$ cat src/pg_alert_pkg.sv
// package: register map, field layout and flag types of the power-good / alert block
package pg_alert_pkg;
	localparam logic [7:0] SOURCE_ADDR = 8'h10; // status register index
	localparam logic [7:0] MASK_ADDR = 8'h11; // mask register index
	localparam logic [7:0] MASK_RESET = 8'h0f; // faults masked, power good unmasked
	localparam int GOOD_BIT = 4; // power good position
	localparam int OVERVOLTAGE_BIT = 3; // overvoltage position
	localparam int SHORT_BIT = 2; // hard short position
	localparam int THERM_BIT = 1; // thermal position
	localparam int OVERCURRENT_BIT = 0; // overcurrent position
	localparam int FLAG_W = 5; // implemented flag bits

	// raw events from the regulator core
	typedef struct packed {
		logic overvoltage_fault;
		logic short_fault;
		logic thermal_fault;
		logic overcurrent_fault;
	} fault_evt_type;

	// register access port of the serial interface
	typedef struct packed {
		logic wr;
		logic rd;
		logic [7:0] addr;
		logic [7:0] wdata;
	} reg_req_type;
endpackage : pg_alert_pkg

$ cat src/pg_hysteresis.sv
// power-good comparator follower with hysteresis and ramp freeze
module pg_hysteresis (
	input wire logic i_clk_sys,
	input wire logic i_rst_n,
	input wire logic i_enable,
	input wire logic i_above_95, // output above 95 percent of target
	input wire logic i_below_85, // output below 85 percent of target
	input wire logic i_ramp, // soft start or voltage_ramp_event active
	output logic o_power_good_flag
);
	logic good_reg; // held flag
	logic good_next; // next flag

	// evaluate only while enabled and not ramping, otherwise hold
	assign good_next = (!i_enable || i_ramp) ? good_reg : // see RULE3
		i_below_85 ? 1'b0 : i_above_95 ? 1'b1 : good_reg; // see RULE1 see RULE2

	// flag register, cleared by reset
	always_ff @(posedge i_clk_sys) begin
		if (!i_rst_n) begin
			good_reg <= 1'b0;
		end else begin
			good_reg <= good_next;
		end
	end

	assign o_power_good_flag = good_reg;
endmodule : pg_hysteresis

$ cat src/power_good_fault_irq.sv
// top: status and mask registers, sticky faults and open-drain alert pin
// What this block does
// RULE1: clear good under 85%, set over 95%
// RULE2: keep re-evaluating good while enabled
// RULE3: freeze good during soft start or ramp
// RULE4: set fault flag on each of four events
// RULE5: faults clear only on enable/supply cycle
// RULE6: alert pin open-drain NOR of masked flags
// RULE7: mask bit one removes flag from pin
// RULE8: pin low when any unmasked flag set
// RULE9: mask resets to 0x0f
// RULE10: host writes 0x10 for fault alerts
// RULE11: status register at 0x10, host readable
// RULE12: enable low resets fault, mask and good registers; o_rdata is reset only by supply
// RULE13: latch-off keeps interface and registers
// RULE14: good at bit 4, faults bits 3..0
// RULE15: faults captured whatever the mask
module power_good_fault_irq (
	input wire logic i_clk_sys,
	input wire logic i_rst_n, // supply power-on reset
	input wire logic i_enable, // enable pin
	input wire logic i_above_95,
	input wire logic i_below_85,
	input wire logic i_soft_start,
	input wire logic i_voltage_ramp_event,
	input wire pg_alert_pkg::fault_evt_type i_fault,
	input wire pg_alert_pkg::reg_req_type i_req,
	output logic [7:0] o_rdata, // read data, registered
	output logic o_good_or_alert_n_pin_out, // always 0 when driving
	output logic o_good_or_alert_n_pin_oe // high while pulling low
);
	logic reg_rst_n; // register reset: supply or enable low
	logic power_good_flag; // hysteresis output
	logic [3:0] fault_reg; // sticky faults
	logic [3:0] fault_next;
	logic [7:0] event_mask_reg;
	logic [7:0] event_mask_next;
	logic [7:0] event_source; // assembled status
	logic [7:0] rdata_next;
	logic alert_active; // any unmasked flag set
	logic mask_wr; // write hits mask

	// enable low returns fault, mask and good registers to default (o_rdata needs supply reset); latch-off is not a reset
	assign reg_rst_n = i_rst_n && i_enable; // see RULE12 see RULE13 see RULE5

	pg_hysteresis u_pg (
		.i_clk_sys(i_clk_sys),
		.i_rst_n(reg_rst_n),
		.i_enable(i_enable),
		.i_above_95(i_above_95),
		.i_below_85(i_below_85),
		.i_ramp(i_soft_start || i_voltage_ramp_event),
		.o_power_good_flag(power_good_flag)
	);

	// sticky set independent of mask and of any access
	assign fault_next = fault_reg | {i_fault.overvoltage_fault, i_fault.short_fault,
		i_fault.thermal_fault, i_fault.overcurrent_fault}; // see RULE4 see RULE15

	// status layout
	assign event_source = {3'h0, power_good_flag, fault_reg}; // see RULE14 see RULE11

	// mask write decode
	assign mask_wr = i_req.wr && (i_req.addr == pg_alert_pkg::MASK_ADDR);
	assign event_mask_next = mask_wr ? {3'h0, i_req.wdata[pg_alert_pkg::FLAG_W-1:0]} : event_mask_reg; // see RULE7

	// read mux, unmapped reads as zero
	assign rdata_next = !i_req.rd ? o_rdata :
		(i_req.addr == pg_alert_pkg::SOURCE_ADDR) ? event_source : // see RULE11
		(i_req.addr == pg_alert_pkg::MASK_ADDR) ? event_mask_reg : 8'h00;

	// alert: NOR of unmasked flags drives pin low
	assign alert_active = |(event_source & ~event_mask_reg); // see RULE6 see RULE8 see RULE7
	assign o_good_or_alert_n_pin_out = 1'b0;
	assign o_good_or_alert_n_pin_oe = alert_active; // see RULE6

	// fault and mask registers
	always_ff @(posedge i_clk_sys) begin
		if (!reg_rst_n) begin
			fault_reg <= 4'h0;
			event_mask_reg <= pg_alert_pkg::MASK_RESET; // see RULE9
		end else begin
			fault_reg <= fault_next;
			event_mask_reg <= event_mask_next;
		end
	end

	// read data register kept across enable cycles only by supply reset
	always_ff @(posedge i_clk_sys) begin
		if (!i_rst_n) begin
			o_rdata <= 8'h00;
		end else begin
			o_rdata <= rdata_next;
		end
	end

	// pin follows flags and mask in the same cycle
	a_pin_follows_flags: assert property (@(posedge i_clk_sys) disable iff (!i_rst_n)
		o_good_or_alert_n_pin_oe == |(event_source & ~event_mask_reg)) // see RULE8
		else $error("alert pin disagrees with masked flags");
	a_fault_sticky: assert property (@(posedge i_clk_sys) disable iff (!reg_rst_n)
		i_fault.thermal_fault |=> fault_reg[1] [*3]) // see RULE5
		else $error("thermal flag not held");
	a_fault_sets: assert property (@(posedge i_clk_sys) disable iff (!reg_rst_n)
		i_fault.overvoltage_fault |=> event_source[pg_alert_pkg::OVERVOLTAGE_BIT]) // see RULE4
		else $error("overvoltage flag not set");
	a_mask_default: assert property (@(posedge i_clk_sys)
		$rose(reg_rst_n) |-> event_mask_reg == 8'h0f) // see RULE9
		else $error("mask not at default after reset");
	a_mask_write: assert property (@(posedge i_clk_sys) disable iff (!reg_rst_n)
		mask_wr ##1 reg_rst_n |-> event_mask_reg == {3'h0, $past(i_req.wdata[4:0])}) // see RULE7
		else $error("mask write lost");
	a_good_freeze: assert property (@(posedge i_clk_sys) disable iff (!reg_rst_n)
		(i_soft_start || i_voltage_ramp_event) |=> $stable(power_good_flag)) // see RULE3
		else $error("good changed during ramp");
	a_good_drop: assert property (@(posedge i_clk_sys) disable iff (!reg_rst_n)
		(i_enable && i_below_85 && !i_soft_start && !i_voltage_ramp_event) |=> !power_good_flag) // see RULE1
		else $error("good not cleared under 85 percent");
	a_source_read: assert property (@(posedge i_clk_sys) disable iff (!i_rst_n)
		(i_req.rd && i_req.addr == 8'h10) |=> o_rdata == $past(event_source)) // see RULE11
		else $error("status read wrong");
	// an unmasked good flag must pull the pin whatever the faults do
	a_good_unmasked_pin: assert property (@(posedge i_clk_sys) disable iff (!reg_rst_n)
		(power_good_flag && !event_mask_reg[pg_alert_pkg::GOOD_BIT]) |-> o_good_or_alert_n_pin_oe) // see RULE8
		else $error("unmasked good flag does not pull pin");
	// unimplemented mask bits never hold a one
	a_mask_upper_zero: assert property (@(posedge i_clk_sys) disable iff (!reg_rst_n)
		event_mask_reg[7:5] == 3'h0) // see RULE7
		else $error("mask upper bits set");
	// read data stands until the next read strobe
	a_rdata_holds: assert property (@(posedge i_clk_sys) disable iff (!i_rst_n)
		!i_req.rd |=> $stable(o_rdata)) // see RULE11
		else $error("read data changed without read");
endmodule : power_good_fault_irq

$ cat config.mk
export PLATFORM = sky130hd
export DESIGN_NAME = power_good_fault_irq
export DESIGN_NICKNAME = d
export VERILOG_FILES = /design/src/pg_alert_pkg.sv /design/src/pg_hysteresis.sv /design/src/power_good_fault_irq.sv
export SDC_FILE = /design/constraint.sdc
export NUM_CORES = 1
export LEC_CHECK = 0
export BUFFER_PORTS_ARGS = -buffer_cell sky130_fd_sc_hd__buf_2
export CAP_MARGIN = 15
export CELL_PAD_IN_SITES_DETAIL_PLACEMENT = 1
export CELL_PAD_IN_SITES_GLOBAL_PLACEMENT = 1
export CORE_MARGIN = 1.5
export CORE_UTILIZATION = 33
export CTS_CLUSTER_SIZE = 24
export DETAILED_ROUTE_END_ITERATION = 8
export GPL_ROUTABILITY_DRIVEN = 0
export PLACE_DENSITY_LB_ADDON = 0.05
export SLEW_MARGIN = 20
export SYNTH_ARGS = -nofsm -noshare
export SYNTH_HDL_FRONTEND = slang
export SYNTH_HIERARCHICAL = 1
export SYNTH_SLANG_ARGS = --single-unit
$ cat constraint.sdc
create_clock -name i_clk_sys -period 1.7 [get_ports i_clk_sys]
set_clock_uncertainty 0.05 [all_clocks]
set_input_delay 0.17 -clock i_clk_sys [delete_from_list [all_inputs] [get_ports i_clk_sys]]
set_output_delay 0.17 -clock i_clk_sys [all_outputs]
set_load 0.01 [all_outputs]
# --- After elaboration in Yosys (flattened, before gate mapping) ---
# Cells that the tools add are included.
op_classes:
  bitwise: 4
  reduce_logical: 8
  n_eq_ne: 2
  mux: 4
op_table:
  columns: ["cell", "n"]
  rows:
  - ["8-bit by 5-bit == test with 1-bit output (second input constant)", 2]
  - ["5-bit two-way mux", 2]
  - ["5-bit by 8-bit AND with 8-bit output", 1]
  - ["5-bit inverter with 8-bit output", 1]
  - ["8-bit OR reduction", 1]
  - ["4-bit bitwise OR", 1]
  - ["1-bit logical AND", 2]
  - ["1-bit logical OR", 2]
  - ["1-bit two-way mux", 2]
  - ["2-bit AND reduction", 1]
  - ["2-bit nonzero test", 1]
  - ["1-bit logical NOT", 1]
  - ["1-bit inverter", 1]
totals:
  register_bits: 18
  output_inout_bits: 10

# --- Depth between registers and ports, before layout ---
depth:
  word_depth: 4
  depth_mapped: 4
  mapped_depth_nobuf: 3

# --- Modules after synthesis ---
# Netlist, hierarchy kept.
by_module_without_submodules:
  columns: ["module", "area_per_inst_um2", "cells_per_inst", "instances"]
  rows:
  - ["power_good_fault_irq", 709.4, 78, 1]
  - ["pg_hysteresis", 46.3, 4, 1]

# --- Worst setup path after synthesis ---
# Ideal clock, no wire load.
synth_timing:
  path_type: "input port to flip-flop"
  start: "in i_req[10] (netlist bit)"
  end: "reg event_mask_reg[0]"
  t_arrival_ns: 0.911
  setup_ns: 0.120
  stages: 3
  setup_slack_ns: 0.619
  required_time_ns: 1.530
  cell_sequence: "nor4_4 > nand4_4 > mux2i_1"
synth_between:
  elab_chain_len: 2
synth_rtl:
  columns: ["element", "line", "source"]
  rows:
  - ["from (decl)", "power_good_fault_irq.sv:27", "input wire pg_alert_pkg::reg_req_type i_req,"]
  - ["8-bit by 5-bit == test with 1-bit output", "power_good_fault_irq.sv:64", "assign mask_wr = i_req.wr && (i_req.addr == pg_alert_pkg::MASK_ADDR);"]
  - ["1-bit logical AND", "power_good_fault_irq.sv:64", null]
  - ["to (signal assigned)", "power_good_fault_irq.sv:81", "event_mask_reg <= pg_alert_pkg::MASK_RESET;"]
  - ["to (signal assigned)", "power_good_fault_irq.sv:84", "event_mask_reg <= event_mask_next;"]
  - ["to (decl)", "power_good_fault_irq.sv:36", "logic [7:0] event_mask_reg;"]
# No other way between the ends.
# A chain may end at the register's enable or synchronous reset.

# --- Worst setup path after layout ---
layout_timing:
  start: "reg event_mask_reg[3]"
  end: "out o_good_or_alert_n_pin_oe"
layout_between:
  elab_chain_len: 3
layout_rtl:
  columns: ["element", "line", "source"]
  rows:
  - ["5-bit inverter with 8-bit output", "power_good_fault_irq.sv:73", "assign alert_active = |(event_source & ~event_mask_reg);"]
  - ["5-bit by 8-bit AND with 8-bit output", "power_good_fault_irq.sv:73", null]
  - ["8-bit OR reduction", "power_good_fault_irq.sv:73", null]
  - ["to (decl)", "power_good_fault_irq.sv:30", "output logic o_good_or_alert_n_pin_oe"]
# No other way between the ends.

==> metrics.md <==
| Metric | Value |
|---|---|
| First-pass GRT wire length | 2725 microns |
| Critical R2R Launch | fault_reg[0] |
| Fin. max-slew vios | 0 |
| Worst EP required | 1.48 ns |
| Fin nets | 143 |
| Worst Setup End Kind | output port |
| Total CTS buffers | 3 |
| Hold_buf cts | 0 |
| Vias in the first global route | 641 |
| Largest net degree at the start of global routing | 14 |
| Final min period | 1.615 ns |
| Max-cap check violation count | 0 |
| Worst hold stages | 3 |
| Fmax | 0.6193 GHz |
| Worst reg-to-reg setup slack | 0.77 ns |
| Clock insertion delay at the later pin of the skew report | 0.29 ns |
| Vias per cell | 4.773 |
| Die area | 2586 sq um |
| PortBufs | 31 |
| Hold Vio Cnt, Final | 0 |
| Worst path buffer plus inverter count | 2 |
| Worst Hold Launch | i_fault[3] |
| Post-synthesis sequential area ratio | 0.3974 |
| WL/cell | 11.40 microns |
| Die H | 50.86 microns |
| R2R depth | 3 |
| Clock-pin transition on the worst setup and hold timing paths | 0.09 ns |
| Diodes inserted | 0 |
| Initial antenna violation count | 0 |
| Synth Area per Inst | 9.216 sq um |
| H-Tree Depth | 1 |
| Via count | 673 |
| Fin Setup TNS | 0 ns |
| CP peak stage delay | 0.37 ns |
| Area Overhead vs Synth | 24.83% |
| Hold Crit Class | in -> reg |
| Hpwl dp | 1316 microns |
| Cell area after synthesis | 755.7 sq um |
| Worst Path Arrival | 1.39 ns |
| Hold endpoint | fault_reg[3] |
| Core ar. | 2191 sq um |
| Part of the cycle the worst path needs | 0.9499 |
| Maximum vdd drop | 0.4300 mV |
| GR Overflow Total | 0 |
| Post-DRT Antenna Nets | 0 |
| Hold slack | 0.02699 ns |
| Post-cts sizing count | 0 |
| WL final | 1608 microns |
| Starting density of the core | 0.3449 |
| Post-route DRC | 0 |
| Final setup fails | 0 |
| CTS tree | built |
| Total power | 0.6491 mW |
| Root Buffer | clkbuf_4 |
| Post-CTS Setup Bufs | 0 |
| Crit path launch type | flip-flop |
| Pwr dens | 688.0 nW/um^2 |
| I/O pins | 39 |
| Post-Syn Instances | 82 |
| Crit path cell chain | inv_1 > a222oi_1 > o221ai_1 > buf_2 |
| Crit path max-delay family | compound AO/OA/AOI/OAI gates |
| Die width | 50.86 microns |
| Pre-antenna DRT Iters | 4 |
| Crit path kind | reg -> out |
| Terminus of the critical flop-to-flop path | o_rdata[0] |
| #FFs+latches synth | 15 |
| Total GRT Usage | 0.1459 |
| Layout cells sized above 1 | 0.3982 |
| Synth warnings | 6 |
| CTS sink cnt | 15 |
| RSZ-0062 raised after global routing | false |
| Run status | finished, final reports clean |
| DR iter-0 viols | 7 |
| Leakage Power | 0.4707 nW |
| Rows | 17 |
| Maximum root-to-sink buffer count | 2 |
| Post-synthesis cell type count | 24 |
| CP Max Fanout | 3 |
| Crit-path slowest cell | a222oi_1 |
[report_power, final]
group | total (mW) | switching, mW | internal [mW]
Sequential | 0.360 | 0.00405 | 0.356
Combinational | 0.0789 | 0.0392 | 0.0397
Clock | 0.210 | 0.119 | 0.0913
Total | 0.649 | 0.162 | 0.487
[worst max path at each step]
stage	from	end	cells past startpoint
after floorplan	i_req[10]	event_mask_reg[0]	3
after global placement	i_req[10]	event_mask_reg[2]	4
after detailed placement	i_req[10]	event_mask_reg[2]	4
after CTS	event_mask_reg[3]	o_good_or_alert_n_pin_oe	4
after global routing	event_mask_reg[3]	o_good_or_alert_n_pin_oe	4
final	event_mask_reg[3]	o_good_or_alert_n_pin_oe	4
[cell usage in the layout, fill, tap and decap left out, types with 4 or more instances in the layout]
master / netlist / final
nand4_1: 5 / 5
nand2b_1: 5 / 5
dfxtp_1: 15 / 13
inv_1: 6 / 6
a21boi_0: 5 / 5
buf_2: 1 / 31
conb_1: 1 / 4
nor2_1: 16 / 16
mux2i_1: 5 / 5
mux2_2: 5 / 5
[routing by layer]
layer	GRT usage	up-vias	share of wire
li1	-	336	-
met1	0.1512	307	0.42
met2	0.2522	28	0.49
met3	0.05556	2	0.075
met4	0.08108	0	0.017
met5	0	-	0
[per-stage QoR]
stage | instances | utilization | worst slack, ns | cell area (sq um)
finish | 141 | 0.4306 | 0.08524 | 943.4
detailed placement | 137 | 0.4175 | 0.3712 | 914.6
floorplan | 85 | - | 0.6187 | 767.0
global route | 141 | 0.4306 | 0.002095 | 943.4
CTS | 141 | 0.4295 | 0.06362 | 940.9
global placement | 137 | 0.4175 | 0.3938 | 914.6
[worst min-delay path: cells and delay by family]
family                 cells  cell delay, ns
buffers and inverters      1            0.08
and+or+nand+nor            2            0.09
[Yosys cell counts (all sizes together)]
master / count / area share
a21boi: 5 / 0.050
a222oi: 1 / 0.013
and3b: 1 / 0.012
buf: 6 / 0.051
clkbuf: 1 / 0.0050
conb: 1 / 0.0050
dfxtp: 15 / 0.40
inv: 6 / 0.030
mux2: 5 / 0.074
mux2i: 5 / 0.066
nand2: 1 / 0.0050
nand2b: 5 / 0.041
nand3: 2 / 0.013
nand3b: 1 / 0.0099
nand4: 6 / 0.070
nor2: 16 / 0.079
nor3b: 1 / 0.017
nor4: 1 / 0.028
o211a: 1 / 0.013
o221ai: 1 / 0.012
or2: 1 / 0.0083
[cell families (layout without fill, tap and decap cells)]
logic type	Yosys count	after routing	synth area share
AND/OR/NAND/NOR	35	35	0.2831
flip-flops	15	15	0.3974
buffers and inverters	13	41	0.08608
multiplexers	10	10	0.1407
AO/OA/AOI/OAI	8	8	0.08776
other	1	4	0.004962
[area by class of cell]
| type | instances | area [sq um] |
|---|---|---|
| fillers | 280 | 1247 |
| flip-flops and latches | 15 | 302.8 |
| inverters | 6 | 22.52 |
| well taps | 28 | 35.03 |
| repair buffers | 31 | 155.1 |
| multi-input cells | 57 | 401.6 |
| clock buffers | 4 | 26.28 |
Power figures use the tool's default switching activity.
